`config.mk`:
```
export PLATFORM = sky130hd
export DESIGN_NAME = data_flash_byte_access
export DESIGN_NICKNAME = d
export VERILOG_FILES = /design/src/flash_pkg.sv /design/src/data_flash_byte_access.sv
export SDC_FILE = /design/constraint.sdc
export NUM_CORES = 1
export LEC_CHECK = 0
export BUFFER_PORTS_ARGS = -buffer_cell sky130_fd_sc_hd__buf_2
export CORE_MARGIN = 3
export CORE_UTILIZATION = 30
export CTS_CLUSTER_SIZE = 8
export DETAILED_ROUTE_END_ITERATION = 12
export HOLD_SLACK_MARGIN = 0.06
export PLACE_DENSITY = 0.48
export SYNTH_ARGS = -nofsm -noshare
export SYNTH_HDL_FRONTEND = slang
export SYNTH_SLANG_ARGS = --single-unit
export TNS_END_PERCENT = 10
```
`constraint.sdc`:
```
create_clock -name aclk -period 6.79 [get_ports aclk]
set_clock_uncertainty 0.05 [all_clocks]
set_input_delay 1.0185 -clock aclk [delete_from_list [all_inputs] [get_ports aclk]]
set_output_delay 1.0185 -clock aclk [all_outputs]
set_load 0.005 [all_outputs]
```
`src/flash_pkg.sv`:
```
// package for the data flash byte access controller
// assumes an axi4-lite master on aclk; array storage is flip-flops inside the controller
// ****************************************************************************
// Overview of operation
// flash read and written one byte at a time, data in the low data byte
// every byte write first erases the location, then programs the new value
// erase/program length set by an internal programming timer
// pointer high nibble 0111 selects data flash for indirect reads
// indirect read of an unimplemented location returns zero
// indirect writes aimed at the data flash are ignored
// erase or write blocked while the protect bit reads zero
// read: region select, address, read trigger; byte ready the next cycle
// low data byte keeps read result until next read or software write
// hardware clears the read trigger when the read completes
// write starts only after 55h, then aah, then write trigger, in order
// cpu stalled from write trigger until the operation finishes
// software disables global interrupts around the unlock sequence
// erase is a write of ffh with the usual unlock steps
// program: region, address, data, permit, irq off, unlock, trigger
// protected address: write trigger cleared, nothing written
// completion clears write trigger, sets done flag, irq if enabled
// fault flag set on protected trigger, reset mid write, broken unlock
// fault flag cleared only by software, software may set it
// address register holds 15 bits in bits 14 to 0
// address bit 15 undefined (reads zero here) while writing
// data register holds 14 bits, untouched by reset
// region select 1 steers register access to data flash
// unlock key register write only, resets to zero
// unlock tracker returns idle on any unexpected write
// write trigger without program permit starts nothing
// ****************************************************************************
package flash_pkg;
    localparam logic [15:0] ADDR_OFFSET   = 16'h1c8c;
    localparam logic [15:0] DATA_OFFSET   = 16'h1c8e;
    localparam logic [15:0] CTRL_OFFSET   = 16'h1c90;
    localparam logic [15:0] KEY_OFFSET    = 16'h1c91;
    localparam logic [15:0] IRQ_OFFSET    = 16'h1c92;
    localparam logic [15:0] PTR_OFFSET    = 16'h1c93;
    localparam logic [15:0] IND_OFFSET    = 16'h1c94;
    // byte address is index times four
    localparam int          ADDR_SHIFT    = 2;
    localparam int          BIT_RD        = 0;
    localparam int          BIT_WR        = 1;
    localparam int          BIT_PROGRAM_PERMIT      = 2;
    localparam int          BIT_FAULT     = 3;
    localparam int          BIT_REGS      = 6;
    localparam logic [7:0]  KEY_FIRST     = 8'h55;
    localparam logic [7:0]  KEY_SECOND    = 8'haa;
    localparam logic [3:0]  DFM_NIBBLE    = 4'h7;
    localparam logic [15:0] DFM_BASE      = 16'hf000;
    localparam int          DFM_BYTES     = 128;
    localparam logic [7:0]  ERASED_BYTE   = 8'hff;
    localparam int          PROG_TIME_US  = 4;
    localparam int          CLK_MHZ       = 100;
    localparam int          PROG_CYCLES   = PROG_TIME_US * CLK_MHZ;
    localparam logic [8:0]  ERASE_CYCLES  = 9'(PROG_CYCLES / 2);
    localparam logic [8:0]  WRITE_CYCLES  = 9'(PROG_CYCLES);
    localparam logic [1:0]  RESP_OKAY     = 2'b00;
    localparam logic [1:0]  RESP_SLVERR   = 2'b10;
    typedef enum logic [3:0] {
        ST_IDLE  = 4'b0001,
        ST_ERASE = 4'b0010,
        ST_PROG  = 4'b0100,
        ST_DONE  = 4'b1000
    } prog_state_t;
    typedef enum logic [2:0] {
        KEY_IDLE  = 3'b001,
        KEY_GOT55 = 3'b010,
        KEY_ARMED = 3'b100
    } key_state_t;
endpackage

```
`src/data_flash_byte_access.sv`:
```
// data flash byte access controller with axi4-lite register slave
// assumes cpu stall is honoured by the core; array storage is flip-flops
//
// Decided for this implementation: the AXI4-Lite interface to the registers.
`timescale 1ns/100ps
module data_flash_byte_access (
    // clock and reset
    input  wire logic        aclk,
    input  wire logic        aresetn,
    // axi4-lite write channels
    input  wire logic        awvalid,
    output logic             awready,
    input  wire logic [15:0] awaddr,
    input  wire logic        wvalid,
    output logic             wready,
    input  wire logic [31:0] wdata,
    input  wire logic [3:0]  wstrb,
    output logic             bvalid,
    input  wire logic        bready,
    output logic [1:0]       bresp,
    // axi4-lite read channels
    input  wire logic        arvalid,
    output logic             arready,
    input  wire logic [15:0] araddr,
    output logic             rvalid,
    input  wire logic        rready,
    output logic [31:0]      rdata,
    output logic [1:0]       rresp,
    // configuration and system
    input  wire logic        data_protect_n,
    output logic             cpu_stall,
    output logic             flash_done_irq
);
    import flash_pkg::*;

    // ************************************************************************
    // register state
    // ************************************************************************
    logic [14:0] flash_address, next_flash_address;
    logic [13:0] flash_data, next_flash_data;
    logic        region_select, next_region_select;
    logic        program_permit, next_program_permit;
    logic        program_fault_flag, next_program_fault_flag;
    logic        wr_busy, next_wr_busy;
    logic        rd_trig, next_rd_trig;
    logic        flash_done_flag, next_flash_done_flag;
    logic        flash_done_irq_enable, next_flash_done_irq_enable;
    logic [15:0] indirect_pointer, next_indirect_pointer;
    logic [7:0]  indirect_data, next_indirect_data;
    logic [7:0]  data_flash_array [DFM_BYTES];
    logic [8:0]  timer, next_timer;
    prog_state_t pstate, next_pstate;
    key_state_t  kstate, next_kstate;
    logic        aw_held, next_aw_held, w_held, next_w_held;
    logic [15:0] aw_addr_q, next_aw_addr_q;
    logic [31:0] w_data_q, next_w_data_q;
    logic        next_bvalid, next_rvalid, next_cpu_stall, next_irq;
    logic [31:0] next_rdata;
    logic [1:0]  next_bresp, next_rresp;
    logic        do_write, array_we;
    logic [15:0] widx;
    logic [7:0]  wbyte;

    // register index from a byte address; unaligned bits ignored
    function automatic logic [15:0] reg_index(input logic [15:0] a);
        return a >> ADDR_SHIFT;
    endfunction

    // decode of a data flash location, used by the read-trigger path only; indirect reads decode DFM_NIBBLE
    function automatic logic dfm_hit(input logic [15:0] a);
        return a[15:7] == DFM_BASE[15:7];
    endfunction

    // did a protected-address write trigger happen; protect covers whole array
    function automatic logic blocked();
        return !data_protect_n || !region_select;
    endfunction

    // ************************************************************************
    // axi write path and register writes
    // ************************************************************************
    assign do_write = aw_held && w_held && !bvalid;
    assign widx     = reg_index(aw_addr_q);
    assign wbyte    = w_data_q[7:0];

    always_comb begin
        next_aw_held            = aw_held;
        next_w_held             = w_held;
        next_aw_addr_q          = aw_addr_q;
        next_w_data_q           = w_data_q;
        next_bvalid             = bvalid;
        next_bresp              = bresp;
        next_flash_address      = flash_address;
        next_flash_data         = flash_data;
        next_region_select      = region_select;
        next_program_permit     = program_permit;
        next_program_fault_flag = program_fault_flag;
        next_rd_trig            = 1'b0;
        next_flash_done_flag    = flash_done_flag;
        next_flash_done_irq_enable = flash_done_irq_enable;
        next_indirect_pointer   = indirect_pointer;
        next_kstate             = kstate;
        next_wr_busy            = wr_busy;
        next_pstate             = pstate;
        next_timer              = timer;
        array_we                = 1'b0;
        if (awvalid && awready) begin
            next_aw_held   = 1'b1;
            next_aw_addr_q = awaddr;
        end
        if (wvalid && wready) begin
            next_w_held   = 1'b1;
            next_w_data_q = wstrb[0] ? wdata : 32'h0000_0000;
        end
        if (bvalid && bready)
            next_bvalid = 1'b0;
        // writes during a busy program are held off until wr_busy clears
        if (do_write && !wr_busy) begin
            next_aw_held = 1'b0;
            next_w_held  = 1'b0;
            next_bvalid  = 1'b1;
            next_bresp   = RESP_OKAY;
            case (widx)
                ADDR_OFFSET: next_flash_address = w_data_q[14:0];
                DATA_OFFSET: next_flash_data = w_data_q[13:0];
                KEY_OFFSET: begin
                    // key register only steps or resets the tracker and can set the fault flag, never reads back
                    if (kstate == KEY_IDLE && wbyte == KEY_FIRST)
                        next_kstate = KEY_GOT55;
                    else if (kstate == KEY_GOT55 && wbyte == KEY_SECOND)
                        next_kstate = KEY_ARMED;
                    else begin
                        next_kstate = KEY_IDLE;
                        if (kstate != KEY_IDLE)
                            next_program_fault_flag = 1'b1;
                    end
                end
                CTRL_OFFSET: begin
                    next_region_select  = wbyte[BIT_REGS];
                    next_program_permit = wbyte[BIT_PROGRAM_PERMIT];
                    next_program_fault_flag = wbyte[BIT_FAULT];
                    if (wbyte[BIT_RD])
                        next_rd_trig = 1'b1;
                    if (wbyte[BIT_WR] && kstate == KEY_ARMED && wbyte[BIT_PROGRAM_PERMIT]) begin
                        if (blocked())
                            next_program_fault_flag = 1'b1;
                        else begin
                            next_wr_busy = 1'b1;
                            next_pstate  = ST_ERASE;
                            next_timer   = ERASE_CYCLES;
                        end
                    end
                end
                IRQ_OFFSET: begin
                    next_flash_done_irq_enable = wbyte[1];
                    next_flash_done_flag = wbyte[0];
                end
                PTR_OFFSET: next_indirect_pointer = w_data_q[15:0];
                default: next_bresp = RESP_SLVERR; // indirect data ignored
            endcase
            // any write but the next key step disarms the tracker; placed after
            // the decode so a broken unlock beats a software clear of the flag
            if (widx != KEY_OFFSET && kstate != KEY_IDLE) begin
                next_kstate = KEY_IDLE;
                if (!(widx == CTRL_OFFSET && wbyte[BIT_WR] && kstate == KEY_ARMED))
                    next_program_fault_flag = 1'b1;
            end
        end
        // read trigger: byte appears in the low data register next cycle
        if (rd_trig) begin
            if (region_select && dfm_hit({1'b1, flash_address}))
                next_flash_data = {6'h00, data_flash_array[flash_address[6:0]]};
            else
                next_flash_data = 14'h0000;
        end
        // self-timed erase then program sequence
        case (pstate)
            ST_IDLE: ;
            ST_ERASE, ST_PROG: begin
                next_timer = timer - 9'd1;
                if (timer == 9'd1) begin
                    if (pstate == ST_ERASE) begin
                        next_pstate = ST_PROG;
                        next_timer  = WRITE_CYCLES;
                    end else begin
                        next_pstate = ST_DONE;
                        array_we    = 1'b1;
                    end
                end
            end
            ST_DONE: begin
                next_wr_busy         = 1'b0;
                next_flash_done_flag = 1'b1; // set wins over clear
                next_pstate          = ST_IDLE;
            end
            default: next_pstate = ST_IDLE;
        endcase
    end

    // ************************************************************************
    // indirect read path and axi read channel
    // ************************************************************************
    always_comb begin
        next_indirect_data = indirect_data;
        next_rvalid        = rvalid;
        next_rdata         = rdata;
        next_rresp         = rresp;
        // pointer with 0111 high nibble reaches the array
        if (indirect_pointer[15:12] == DFM_NIBBLE)
            next_indirect_data = (indirect_pointer[11:7] == 5'h00)
                ? data_flash_array[indirect_pointer[6:0]] : 8'h00;
        else
            next_indirect_data = 8'h00;
        if (rvalid && rready)
            next_rvalid = 1'b0;
        if (arvalid && arready) begin
            next_rvalid = 1'b1;
            next_rresp  = RESP_OKAY;
            case (reg_index(araddr))
                // bit 15 reads zero while writing
                ADDR_OFFSET: next_rdata = {17'h0, flash_address};
                DATA_OFFSET: next_rdata = {18'h0, flash_data};
                CTRL_OFFSET: next_rdata = {25'h0, region_select, 2'b00,
                    program_fault_flag, program_permit, wr_busy, rd_trig};
                KEY_OFFSET:  next_rdata = 32'h0000_0000;
                IRQ_OFFSET:  next_rdata = {30'h0, flash_done_irq_enable, flash_done_flag};
                PTR_OFFSET:  next_rdata = {16'h0, indirect_pointer};
                IND_OFFSET:  next_rdata = {24'h0, indirect_data};
                default: begin
                    next_rdata = 32'h0000_0000;
                    next_rresp = RESP_SLVERR;
                end
            endcase
        end
        next_cpu_stall = next_wr_busy || next_rd_trig;
        next_irq       = next_flash_done_flag && next_flash_done_irq_enable;
    end

    // ready only when the channel has room; one write and one read at a time
    always_comb begin
        awready = !aw_held && !bvalid && aresetn;
        wready  = !w_held && !bvalid && aresetn;
        arready = !rvalid && aresetn;
    end

    // ************************************************************************
    // registers
    // ************************************************************************
    always_ff @(posedge aclk) begin
        flash_data    <= next_flash_data; // not reset
        indirect_data <= next_indirect_data;
        aw_addr_q     <= next_aw_addr_q;
        w_data_q      <= next_w_data_q;
        if (array_we)
            data_flash_array[flash_address[6:0]] <= flash_data[7:0];
        if (!aresetn) begin
            flash_address         <= 15'h0000;
            region_select         <= 1'b0;
            program_permit        <= 1'b0;
            // reset during a self-write leaves a mark
            program_fault_flag    <= program_fault_flag | wr_busy;
            wr_busy               <= 1'b0;
            rd_trig               <= 1'b0;
            flash_done_flag       <= 1'b0;
            flash_done_irq_enable <= 1'b0;
            indirect_pointer      <= 16'h0000;
            timer                 <= 9'h000;
            pstate                <= ST_IDLE;
            kstate                <= KEY_IDLE;
            aw_held               <= 1'b0;
            w_held                <= 1'b0;
            bvalid                <= 1'b0;
            bresp                 <= RESP_OKAY;
            rvalid                <= 1'b0;
            rdata                 <= 32'h0000_0000;
            rresp                 <= RESP_OKAY;
            cpu_stall             <= 1'b0;
            flash_done_irq        <= 1'b0;
        end else begin
            flash_address         <= next_flash_address;
            region_select         <= next_region_select;
            program_permit        <= next_program_permit;
            program_fault_flag    <= next_program_fault_flag;
            wr_busy               <= next_wr_busy;
            rd_trig               <= next_rd_trig;
            flash_done_flag       <= next_flash_done_flag;
            flash_done_irq_enable <= next_flash_done_irq_enable;
            indirect_pointer      <= next_indirect_pointer;
            timer                 <= next_timer;
            pstate                <= next_pstate;
            kstate                <= next_kstate;
            aw_held               <= next_aw_held;
            w_held                <= next_w_held;
            bvalid                <= next_bvalid;
            bresp                 <= next_bresp;
            rvalid                <= next_rvalid;
            rdata                 <= next_rdata;
            rresp                 <= next_rresp;
            cpu_stall             <= next_cpu_stall;
            flash_done_irq        <= next_irq;
        end
    end
endmodule

```
# Word level (Yosys, flattened, before mapping)
# Memories as Yosys holds them, arrays and structs flattened. A register that Yosys moved wholly into a read port is not among the register bits.
# Cells that the tools add are included.
# op_classes
addsub	1
n_eq_ne	29
mux	59
bitwise_logic	2
n_reduce_logical	52
# ops
cell	n
$eq A14 B13 Y1 const B	13
$pmux W16 S6	1
$mux W9	7
$mux W14	3
$mux W1	31
$mux W4	6
$logic_and A1 B1 Y1	22
$eq A8 B8 Y1 const B	2
$reduce_bool A2 Y1	8
$mux W7	2
$ne A14 B13 Y1 const B	1
$mux W3	4
$reduce_and A2 Y1	6
$eq A9 B1 Y1 const B	1
$sub A9 B1 Y9 const B	1
$eq A4 B3 Y1 const B	2
$eq A8 B7 Y1 const B	1
$logic_not A1 Y1	8
$mux W8	1
$pmux W4 S2	1
$reduce_or A7 Y1	1
$reduce_or A6 Y1	1
$logic_not A5 Y1	1
$eq A4 B1 Y1 const B	1
other kinds (14)	18
# totals
reg_bits	142
ram_bits	1024
output_inout_bits	43
mem_count	1
# mem_list
memory	words	width	read_ports	rd_ports_with_merged_regs	wr	line	rtl
data_flash_array	128	8	2	2	1	data_flash_byte_access.sv:50	logic [7:0] data_flash_array [DFM_BYTES];

# Longest topological paths before layout
# Gate-level depths: netlist of the first run.
# logic_depth
depth_word	9
ltp_mapped	11

# Worst setup path after synthesis of the first run
# No wires, ideal clock.
# synth_path
path_type	input-to-reg
start	in araddr[7]
end	reg rdata[7]
setup_ps	70
arrival_ps	2968
required_ps	6670
setup_slack_ps	3702
path_stages	7
n_path_buf	1
cell_sequence	or3b_1 or3_1 nor4_2 clkbuf_1 a22oi_1 a21o_1 a21oi_1
# synth_via
elab_chain_cells	2
word_cells_on_any_way	7
# synth_rtl
element	line	rtl
start: declaration	data_flash_byte_access.sv:24	input wire logic [15:0] araddr,
$eq A14 B13 Y1	data_flash_byte_access.sv:219	case (reg_index(araddr))
$pmux W16 S6 (*)	data_flash_byte_access.sv:219	
end signal: assignment	data_flash_byte_access.sv:297	rdata <= next_rdata;
end: declaration	data_flash_byte_access.sv:27	output logic [31:0] rdata,
# Mark *: on every way between the ends. The rest lies on a longest branch, timed or not.
# A chain may end at the register's enable or synchronous reset.

# Worst setup path after layout of the first run
# layout_path
start	reg timer[1]
end	mem data_flash_array[28][4] (enable)
# layout_via
elab_chain_cells	5
# layout_rtl
element	line	rtl
start: declaration	data_flash_byte_access.sv:51	logic [8:0] timer, next_timer;
start signal: assignment	data_flash_byte_access.sv:289	timer <= next_timer;
$eq A9 B1 Y1	data_flash_byte_access.sv:181	if (timer == 9'd1) begin
$mux W1	data_flash_byte_access.sv:181	
$mux W1	data_flash_byte_access.sv:177	case (pstate)
$mux W1	data_flash_byte_access.sv:254	if (array_we)
$mux W1 (implied by the code)	data_flash_byte_access.sv:255	data_flash_array[flash_address[6:0]] <= flash_data[7:0];
end: declaration	data_flash_byte_access.sv:50	
# Every way passes these cells.

==> results of run 1 <==
[how the worst min path moves through the flow]
stage | start | to | slack [ns] | cells after the start
global route | awaddr[8] | aw_addr_q[8] | 0.33 | 1
global placement | rdata[2] | rdata[2] | 0.39 | 2
CTS | awaddr[8] | aw_addr_q[8] | 0.30 | 1
floorplan | indirect_pointer[12] | indirect_pointer[12] | 0.39 | 2
detailed placement | rresp[1] | rresp[1] | 0.41 | 2
finish | awaddr[14] | aw_addr_q[14] | 0.38 | 1
[routing by layer]
layer | up-vias | wire length, um
met2 | 1055 | 79880
met4 | 0 | 5174
met3 | 239 | 9846
met5 | - | 0
met1 | 16520 | 74040
li1 | 12860 | -
[registers in the layout, summed over array words and instances (netlist names), 3 cells and up, named ones only]
name / flops
data_flash_array: 1024
indirect_pointer: 16
rdata: 16
w_data_q: 16
flash_address: 15
aw_addr_q: 14
flash_data: 14
timer: 9
indirect_data: 8
pstate: 4
kstate: 3
[cells in the final DEF, fill, tap and decap left out, types with 11 or more instances in the layout]
cell	n
nand3_1	19
nor3_1	17
clkbuf_16	167
nor2_1	220
nor2b_1	31
buf_12	11
mux4_2	505
o21ai_0	31
a22oi_1	36
a31oi_1	17
nand2_1	137
o22ai_1	53
conb_1	18
inv_1	21
buf_4	77
o221ai_1	18
nand3b_1	13
mux2i_1	176
dfxtp_1	83
buf_2	77
a211oi_1	26
a222oi_1	11
and2_1	24
edfxtp_1	1069
mux2_2	32
nand2b_1	16
nor3b_1	16
clkbuf_1	31
a21oi_1	59
[cell families after synthesis]
group / count (synthesis) / share of synthesized area
compound gates: 340 / 0.04485
xor+xnor: 1 / 0.0001628
fa+ha+maj: 2 / 0.0004649
buf+inv: 254 / 0.02230
flops: 1161 / 0.6307
mux: 713 / 0.2508
other cells: 1 / 0.00006968
simple gates: 563 / 0.05064
[layout make-up]
cell class              count  share of cell area
repair buffers            165             0.01928
inverters                  24            0.001488
clock inverters            12            0.002242
diodes                      2          0.00008153
flip-flops and latches   1161              0.5534
multi-input cells        1637              0.3059
well taps                2340             0.04769
clock buffers             198             0.06997
[worst reg2reg max path, stage by stage (launching register included)]
cell and delay [ns]:
dfxtp_1 0.32, inv_1 0.09, ha_1 0.15, nor4b_1 0.35, nand2_1 0.26, nor4_1 0.69, nand2_1 0.85, buf_4 0.51
nor2_1 0.87
[metrics by stage]
| stage | cells | setup slack [ns] | hold WS [ns] | util |
|---|---|---|---|---|
| floorplan | 3052 | 3.702 | 0.3897 | - |
| global placement | 5327 | 2.241 | 0.3930 | 0.3213 |
| detailed placement | 5327 | 2.280 | 0.4065 | 0.3213 |
| CTS | 5537 | 2.263 | 0.2992 | 0.3463 |
| global route | 5537 | 2.022 | 0.3316 | 0.3463 |
| finish | 5539 | 2.262 | 0.3765 | 0.3463 |
[report_power, final]
part           internal, mW  total, mW  switching, mW
logic                0.0249     0.0666         0.0417
registers              7.72       7.73         0.0134
clock network          4.38       7.38           3.01
==> impl_metrics.toml, run 1 <==
[timing]
period_needed_ns = 4.528
rsz0062_at_grt = "false"
setup_violations = 0
slew-limit-headroom = 0.1622
fin_crit_sh = 0.6669
hold_viol = 0
drv_slew = 0
fmax_ghz = 0.2208
worstMarginPinSlew_ns = 1.240
tns_ns = 0

[clock_network]
clkTransAtPathRegs_ns = 0.05
clk_path_buf_depth = 3
clk_latency_ns = 0.77
hold_buffers = 0
htree_levels = 4
cts_root_buf = "clkbuf_16"
numCtsBuffers = 163
cts_tree = "done"
cts_resized = 0
cts_setup_buffers = 0
clock_sinks = 1161

[worst_setup_path]
cp.arrival_ns = 4.85
cp_top_family = "simple AND/OR/NAND/NOR gates"
worstPathCellList = "inv_1 -> ha_1 -> nor4b_1 -> nand2_1 -> nor4_1 -> nand2_1 -> buf_4 -> nor2_1"
cp-endpoint = "data_flash_array[28][4]"
reg2reg_from = "timer[1]"
r2r_cells = 8
reg2reg_to = "data_flash_array[28][4]"
crit_top_cell = "nand2_1"
startpoint = "timer[1]"
max_stage_delay_ns = 0.85
cp_max_fo = 9
critPathLaunchType = "flop"
worstPathRequired_ns = 7.12
path_class = "reg -> reg"
endpoint_kind = "flop"
critPathSlowestCell = "nand2_1"
worst-path-stages = 8
crit_buf_inv = 2
reg2reg_slack_ns = 2.26

[synthesis]
syn_inst = 3035
ys.flop_type = "edfxtp_1"
syn_avg_cell_area_sq_um = 17.73
ys_ff_latch = 1161
syn_area_sq_mm = 0.05381
yosys.cell_count.top_type = "edfxtp_1"
synth.yosys.seq_area_share = 0.6307
yosys.area.top_type = "edfxtp_1"
yosys.area.top_type_share = 0.5965
synthTopCellsByCount = "1069 x edfxtp_1, 505 x mux4_2, 220 x nor2_1"
yosysWarnings = 0
synth_edf_count = 1069
synth_area_leaders = "edfxtp_1 60%, mux4_2 21%, dfxtp_1 3.4%"
ys_types = 73
postSynth.asyncResetShare = 0

[global_routing]
met2_usage = 0.2891
grt_pass1_wl_um = 240800
top_usage_layer = "met2"
antenna_found_initial = 5
grt_start_max_net_pins = 93
grt.overflow.total = 0
grt_use_met3 = 0.02930
use_met1 = 0.2531
grtUsageTotal = 0.1814
grt_pass1_vias = 31510

[floorplan]
die_area_sq_mm = 0.1845
die_h_um = 429.5
num_rows = 154
die_x_um = 429.5
coreArea_sq_mm = 0.1773
io_pins = 119
start_util = 0.3036

[final_layout]
regArea_sq_mm = 0.03397
drive_above_1_share = 0.2881
n_fill_cell = 16720
multiInputGateArea_sq_mm = 0.01878
nNetsFinal = 3230
postLayoutCellArea_sq_mm = 0.06139
syn_to_final_growth_pct = 14.08

[drt]
vias = 30670
first_pass_iters = 5
viasPerCell = 5.537
ant_nets = 0
drc_errors = 0
drtIter0Drc = 3098
drt-total-wl_um = 168900
wl_per_cell_um = 30.50

[outcome]
status = "complete, no violations"

[job]
maxCapViolCount = 0

[power_and_ir_drop]
p_leak_nw = 17.82
powerDensity_mw_per_mm2 = 247.2
irDropWorstVdd_mv = 0.2644
total_power_mw = 15.18

[placement]
io_buffers = 77
placed_area_sq_mm = 0.05695
gp_congestion = 0.8349
hpwl_um = 105800

[hold_path]
hold_path_class = "in -> reg"
No activity file was read; power rests on OpenSTA's default activity.
==> inputs of run 2 (changes only) <==
- clock period: 6.79 -> 4.6 ns (I/O delays scaled with it)
==> run 2 against run 1 <==
Compared with the run above:
- sequential power increased by 47%
- die area unchanged
- final cell count increased by 3.1%
- critical path depth decreased by 2
- routed wire length decreased by 0.24%
- global-route usage decreased by 0.14 points
- non-clock buffer count increased by 160
- hold slack got worse by 0.25 ns
- count of clock-buffer cells in the layout increased by 8
- register-to-register slack got worse by 1.4 ns
- critical endpoint is now data_flash_array[66][1]
- largest cell class unchanged
- largest power group unchanged
- highest routed layer unchanged
==> impl_metrics.toml, run 2 (same netlist as run 1, synthesis figures left out) <==
[floorplan]
die_area_sq_mm = 0.1845
io_pins = 119
die_h_um = 429.5
num_rows = 154
die_x_um = 429.5
coreArea_sq_mm = 0.1773
start_util = 0.3036

[drt]
wl_per_cell_um = 29.51
drc_errors = 0
vias = 31360
drtIter0Drc = 2891
ant_nets = 0
viasPerCell = 5.489
first_pass_iters = 6
drt-total-wl_um = 168500

[worst_setup_path]
cp_max_fo = 11
critPathLaunchType = "flop"
worstPathRequired_ns = 4.96
endpoint_kind = "flop"
cp.arrival_ns = 4.06
r2r_cells = 6
path_class = "reg -> reg"

[global_routing]
grt_pass1_wl_um = 239200
grt_start_max_net_pins = 130
grt_pass1_vias = 31750
grt.overflow.total = 0
antenna_found_initial = 4
grtUsageTotal = 0.1800

[timing]
tns_ns = 0
hold_viol = 0
rsz0062_at_grt = "false"
fmax_ghz = 0.2700
period_needed_ns = 3.704
worstMarginPinSlew_ns = 1.186
drv_slew = 0
fin_crit_sh = 0.8051
slew-limit-headroom = 0.2076
setup_violations = 0

[clock_network]
clkTransAtPathRegs_ns = 0.05
numCtsBuffers = 163
clk_latency_ns = 0.79
clock_sinks = 1161
cts_setup_buffers = 0
htree_levels = 4
hold_buffers = 15
cts_tree = "done"
clk_path_buf_depth = 3
cts_resized = 0
cts_root_buf = "clkbuf_16"

[placement]
placed_area_sq_mm = 0.05814
gp_congestion = 0.8263
hpwl_um = 108800
io_buffers = 77

[final_layout]
final_common_cell = "edfxtp_1"
mostFrequentLayoutCells = "1069 x edfxtp_1, 505 x mux4_2, 220 x nor2_1, 214 x buf_4, 176 x mux2i_1"
syn_to_final_growth_pct = 16.69
postLayoutCellArea_sq_mm = 0.06280
n_fill_cell = 16630
regArea_sq_mm = 0.03397
multiInputGateArea_sq_mm = 0.01878
drive_above_1_share = 0.3164
nNetsFinal = 3390
largest_reg_flops = 1024

[power_and_ir_drop]
p_leak_nw = 18.69
irDropWorstVdd_mv = 0.3292
powerDensity_mw_per_mm2 = 358.2

[hold_path]
hold_path_class = "in -> reg"
hold_depth = 3

[outcome]
status = "complete, no violations"

[job]
maxCapViolCount = 0
==> run 2: report_power, final <==
| part | switching [mW] | internal [mW] |
|---|---|---|
| logic | 0.0633 | 0.0451 |
| registers | 0.0197 | 11.4 |
| clock network | 4.54 | 6.43 |
| total | 4.62 | 17.9 |
==> run 2: layout make-up <==
class                           instances  share of cell area
Antenna cell                            3           0.0001196
Clock buffer                          206             0.06786
Clock inverter                         16            0.003766
Inverter                               24            0.001455
Multi-Input combinational cell       1637              0.2990
Sequential cell                      1161              0.5410
Tap cell                             2340             0.04662
Timing Repair Buffer                  325             0.04017
==> run 2: routing by layer <==
metal	up-vias	routed length, um	GRT usage
met5	-	0	0
met4	0	5102	0.05888
met3	236	10130	0.03013
met2	1141	78940	0.2836
met1	16790	74370	0.2533
li1	13190	-	-
==> run 2: critical path, cell delays in order, from the launching register on <==
cell	delay, ns
dfxtp_1	0.35
nor4_1	0.51
nand2_1	0.27
nor4_1	0.38
buf_4	0.25
nand2_1	0.54
nor2_1	0.96
==> run 2: per-stage QoR <==
stage                     worst slack [ns]  cells  hold slack (ns)  power [mW]    util
final                               0.8964   5712           0.1231       22.49  0.3542
after global routing                0.6945   5709           0.1083       23.15  0.3542
after CTS                           0.9018   5709          0.06080       22.74  0.3542
after detailed placement            0.9164   5472           0.4076       11.71  0.3280
after global placement              0.9549   5472           0.3964       11.71  0.3280
after floorplan                      1.801   3052           0.3897       11.67       -
==> run 2: worst paths after layout <==
kind	from	to	slack [ns]
worst max-delay path	timer[2]	data_flash_array[66][1]	0.90
worst max register to register	timer[2]	data_flash_array[66][1]	0.90
worst min-delay path	bready	bvalid	0.12
worst min register to register	rdata[2]	rdata[2]	0.41
==> inputs of run 3 (changes only) <==
- clock period: 4.6 -> 3.5 ns (I/O delays scaled with it)
==> run 3 against run 2 <==
Compared with the run above:
- non-clock buffer count up 127
- fmax increased by 13%
- first-iteration DRC count grew 9.3%
- final cell count rose by 2.1%
- hold slack got worse by 0.019 ns
- count of clock-buffer cells in the layout shrank 4
- via count rose by 1.5%
- sequential cell count unchanged
- design area up 1.9%
- utilization up 0.67 points
- register-to-register slack got worse by 0.67 ns
- power up 31%
- critical path type unchanged
- largest power group unchanged
==> impl_metrics.toml, run 3 (same netlist as run 1, synthesis figures left out) <==
[final_layout]
mostFrequentLayoutCells = "1069 x edfxtp_1, 505 x mux4_2, 306 x buf_4, 220 x nor2_1, 176 x mux2i_1"
final_common_cell = "edfxtp_1"
syn_to_final_growth_pct = 18.89
n_fill_cell = 16550
largest_reg_flops = 1024
multiInputGateArea_sq_mm = 0.01877
regArea_sq_mm = 0.03397
drive_above_1_share = 0.3369
nNetsFinal = 3517

[drt]
first_pass_iters = 8
vias = 31830
drtIter0Drc = 3161
drc_errors = 0
viasPerCell = 5.456
wl_per_cell_um = 29.30
drt-total-wl_um = 170900
ant_nets = 0

[power_and_ir_drop]
p_sw_mw = 6.041
p_sw_frac = 0.2047
pwr-share-comb = 0.005
seq_power_share = 0.508
p_leak_nw = 19.38
pwr-share-clk = 0.486
total_power_mw = 29.52
powerDensity_mw_per_mm2 = 461.3
irDropWorstVdd_mv = 0.4907
internal_power_mw = 23.47

[global_routing]
grtUsageTotal = 0.1831
grt_pass1_vias = 32650
grt_pass1_wl_um = 244200
grt_start_max_net_pins = 129
grt.overflow.total = 0
antenna_found_initial = 5

[timing]
fin_crit_sh = 0.9365
period_needed_ns = 3.278
drv_slew = 0
hold_viol = 0
worstMarginPinSlew_ns = 1.098
slew-limit-headroom = 0.2680
setup_violations = 0
tns_ns = 0
fmax_ghz = 0.3051
rsz0062_at_grt = "false"
holdWs_ns = 0.1039

[placement]
gp_congestion = 0.8351
hpwl_um = 113400
io_buffers = 77

[floorplan]
io_pins = 119
start_util = 0.3036
die_area_sq_mm = 0.1845
die_x_um = 429.5
die_h_um = 429.5
coreArea_sq_mm = 0.1773
num_rows = 154

[clock_network]
cts_tree = "done"
htree_levels = 4
cts_setup_buffers = 0
clock_sinks = 1161
clkTransAtPathRegs_ns = 0.06
clk_path_buf_depth = 3
numCtsBuffers = 163
clk_latency_ns = 0.79
cts_root_buf = "clkbuf_16"

[job]
maxCapViolCount = 0

[worst_setup_path]
endpoint_kind = "flop"
critPathLaunchType = "flop"
path_class = "reg -> reg"
cp_max_fo = 16
cp.arrival_ns = 3.90
worstPathRequired_ns = 4.12

[outcome]
status = "complete, no violations"

[hold_path]
hold_path_class = "in -> reg"
run 3: cell type report:
class                      count  area share
antenna                        3   0.0001173
clock buffer                 202     0.06637
clock inverter                15    0.003520
multi-input combinational   1637      0.2933
sequential                  1161      0.5310
tap                         2340     0.04576
timing repair buffer         452     0.05851
inverter                      24    0.001408
run 3: critical path, cell delays in order (launching register included):
cell and delay (ns):
dfxtp_4 0.76, buf_12 0.27, buf_12 0.17, mux4_2 0.52
mux4_2 0.55, mux2i_1 0.25, o22ai_1 0.24, a221o_1 0.31
run 3: path summary, 6_finish.rpt:
kind                            start               end  slack, ns  cells past startpoint
setup / recovery  indirect_pointer[0]  indirect_data[0]       0.22                      7
hold / removal              wdata[10]      w_data_q[10]       0.10                      2
hold reg to reg              rdata[2]          rdata[2]       0.41                      2
setup reg to reg  indirect_pointer[0]  indirect_data[0]       0.22                      7
run 3: power groups by stage:
stage	Sequential (mW)	Clock [mW]	Combinational (mW)
after CTS	15.0	14.7	0.163
final	15.0	14.4	0.161
after global placement	15.3	0	0.132
after global routing	15.0	15.3	0.178
after floorplan	15.3	0	0.0798
after detailed placement	15.3	0	0.132
run 3: metal layers:
layer | part of all wire | vias up | GRT usage
met4 | 0.026 | 0 | 0.05292
li1 | - | 13450 | -
met2 | 0.48 | 1044 | 0.2978
met3 | 0.054 | 220 | 0.02888
met1 | 0.44 | 17120 | 0.2538
met5 | 0 | - | 0
run 3: stage by stage:
step           utilization  std cells  setup WS, ns  instance area [sq um]
2_1_floorplan            -       3052        0.7014                  53880
3_3_place_gp        0.3338       5582        0.2454                  59180
3_5_place_dp        0.3338       5582        0.2600                  59180
4_1_cts             0.3609       5831        0.2355                  63970
5_1_grt             0.3609       5831        0.1516                  63970
6_report            0.3609       5834        0.2224                  63980
run 3: what timing repair did:
action / in CTS / in global routing
resized for setup: 0 / 0
hold buffers: 32 / 0
hold endpoints to repair: 31 / 0
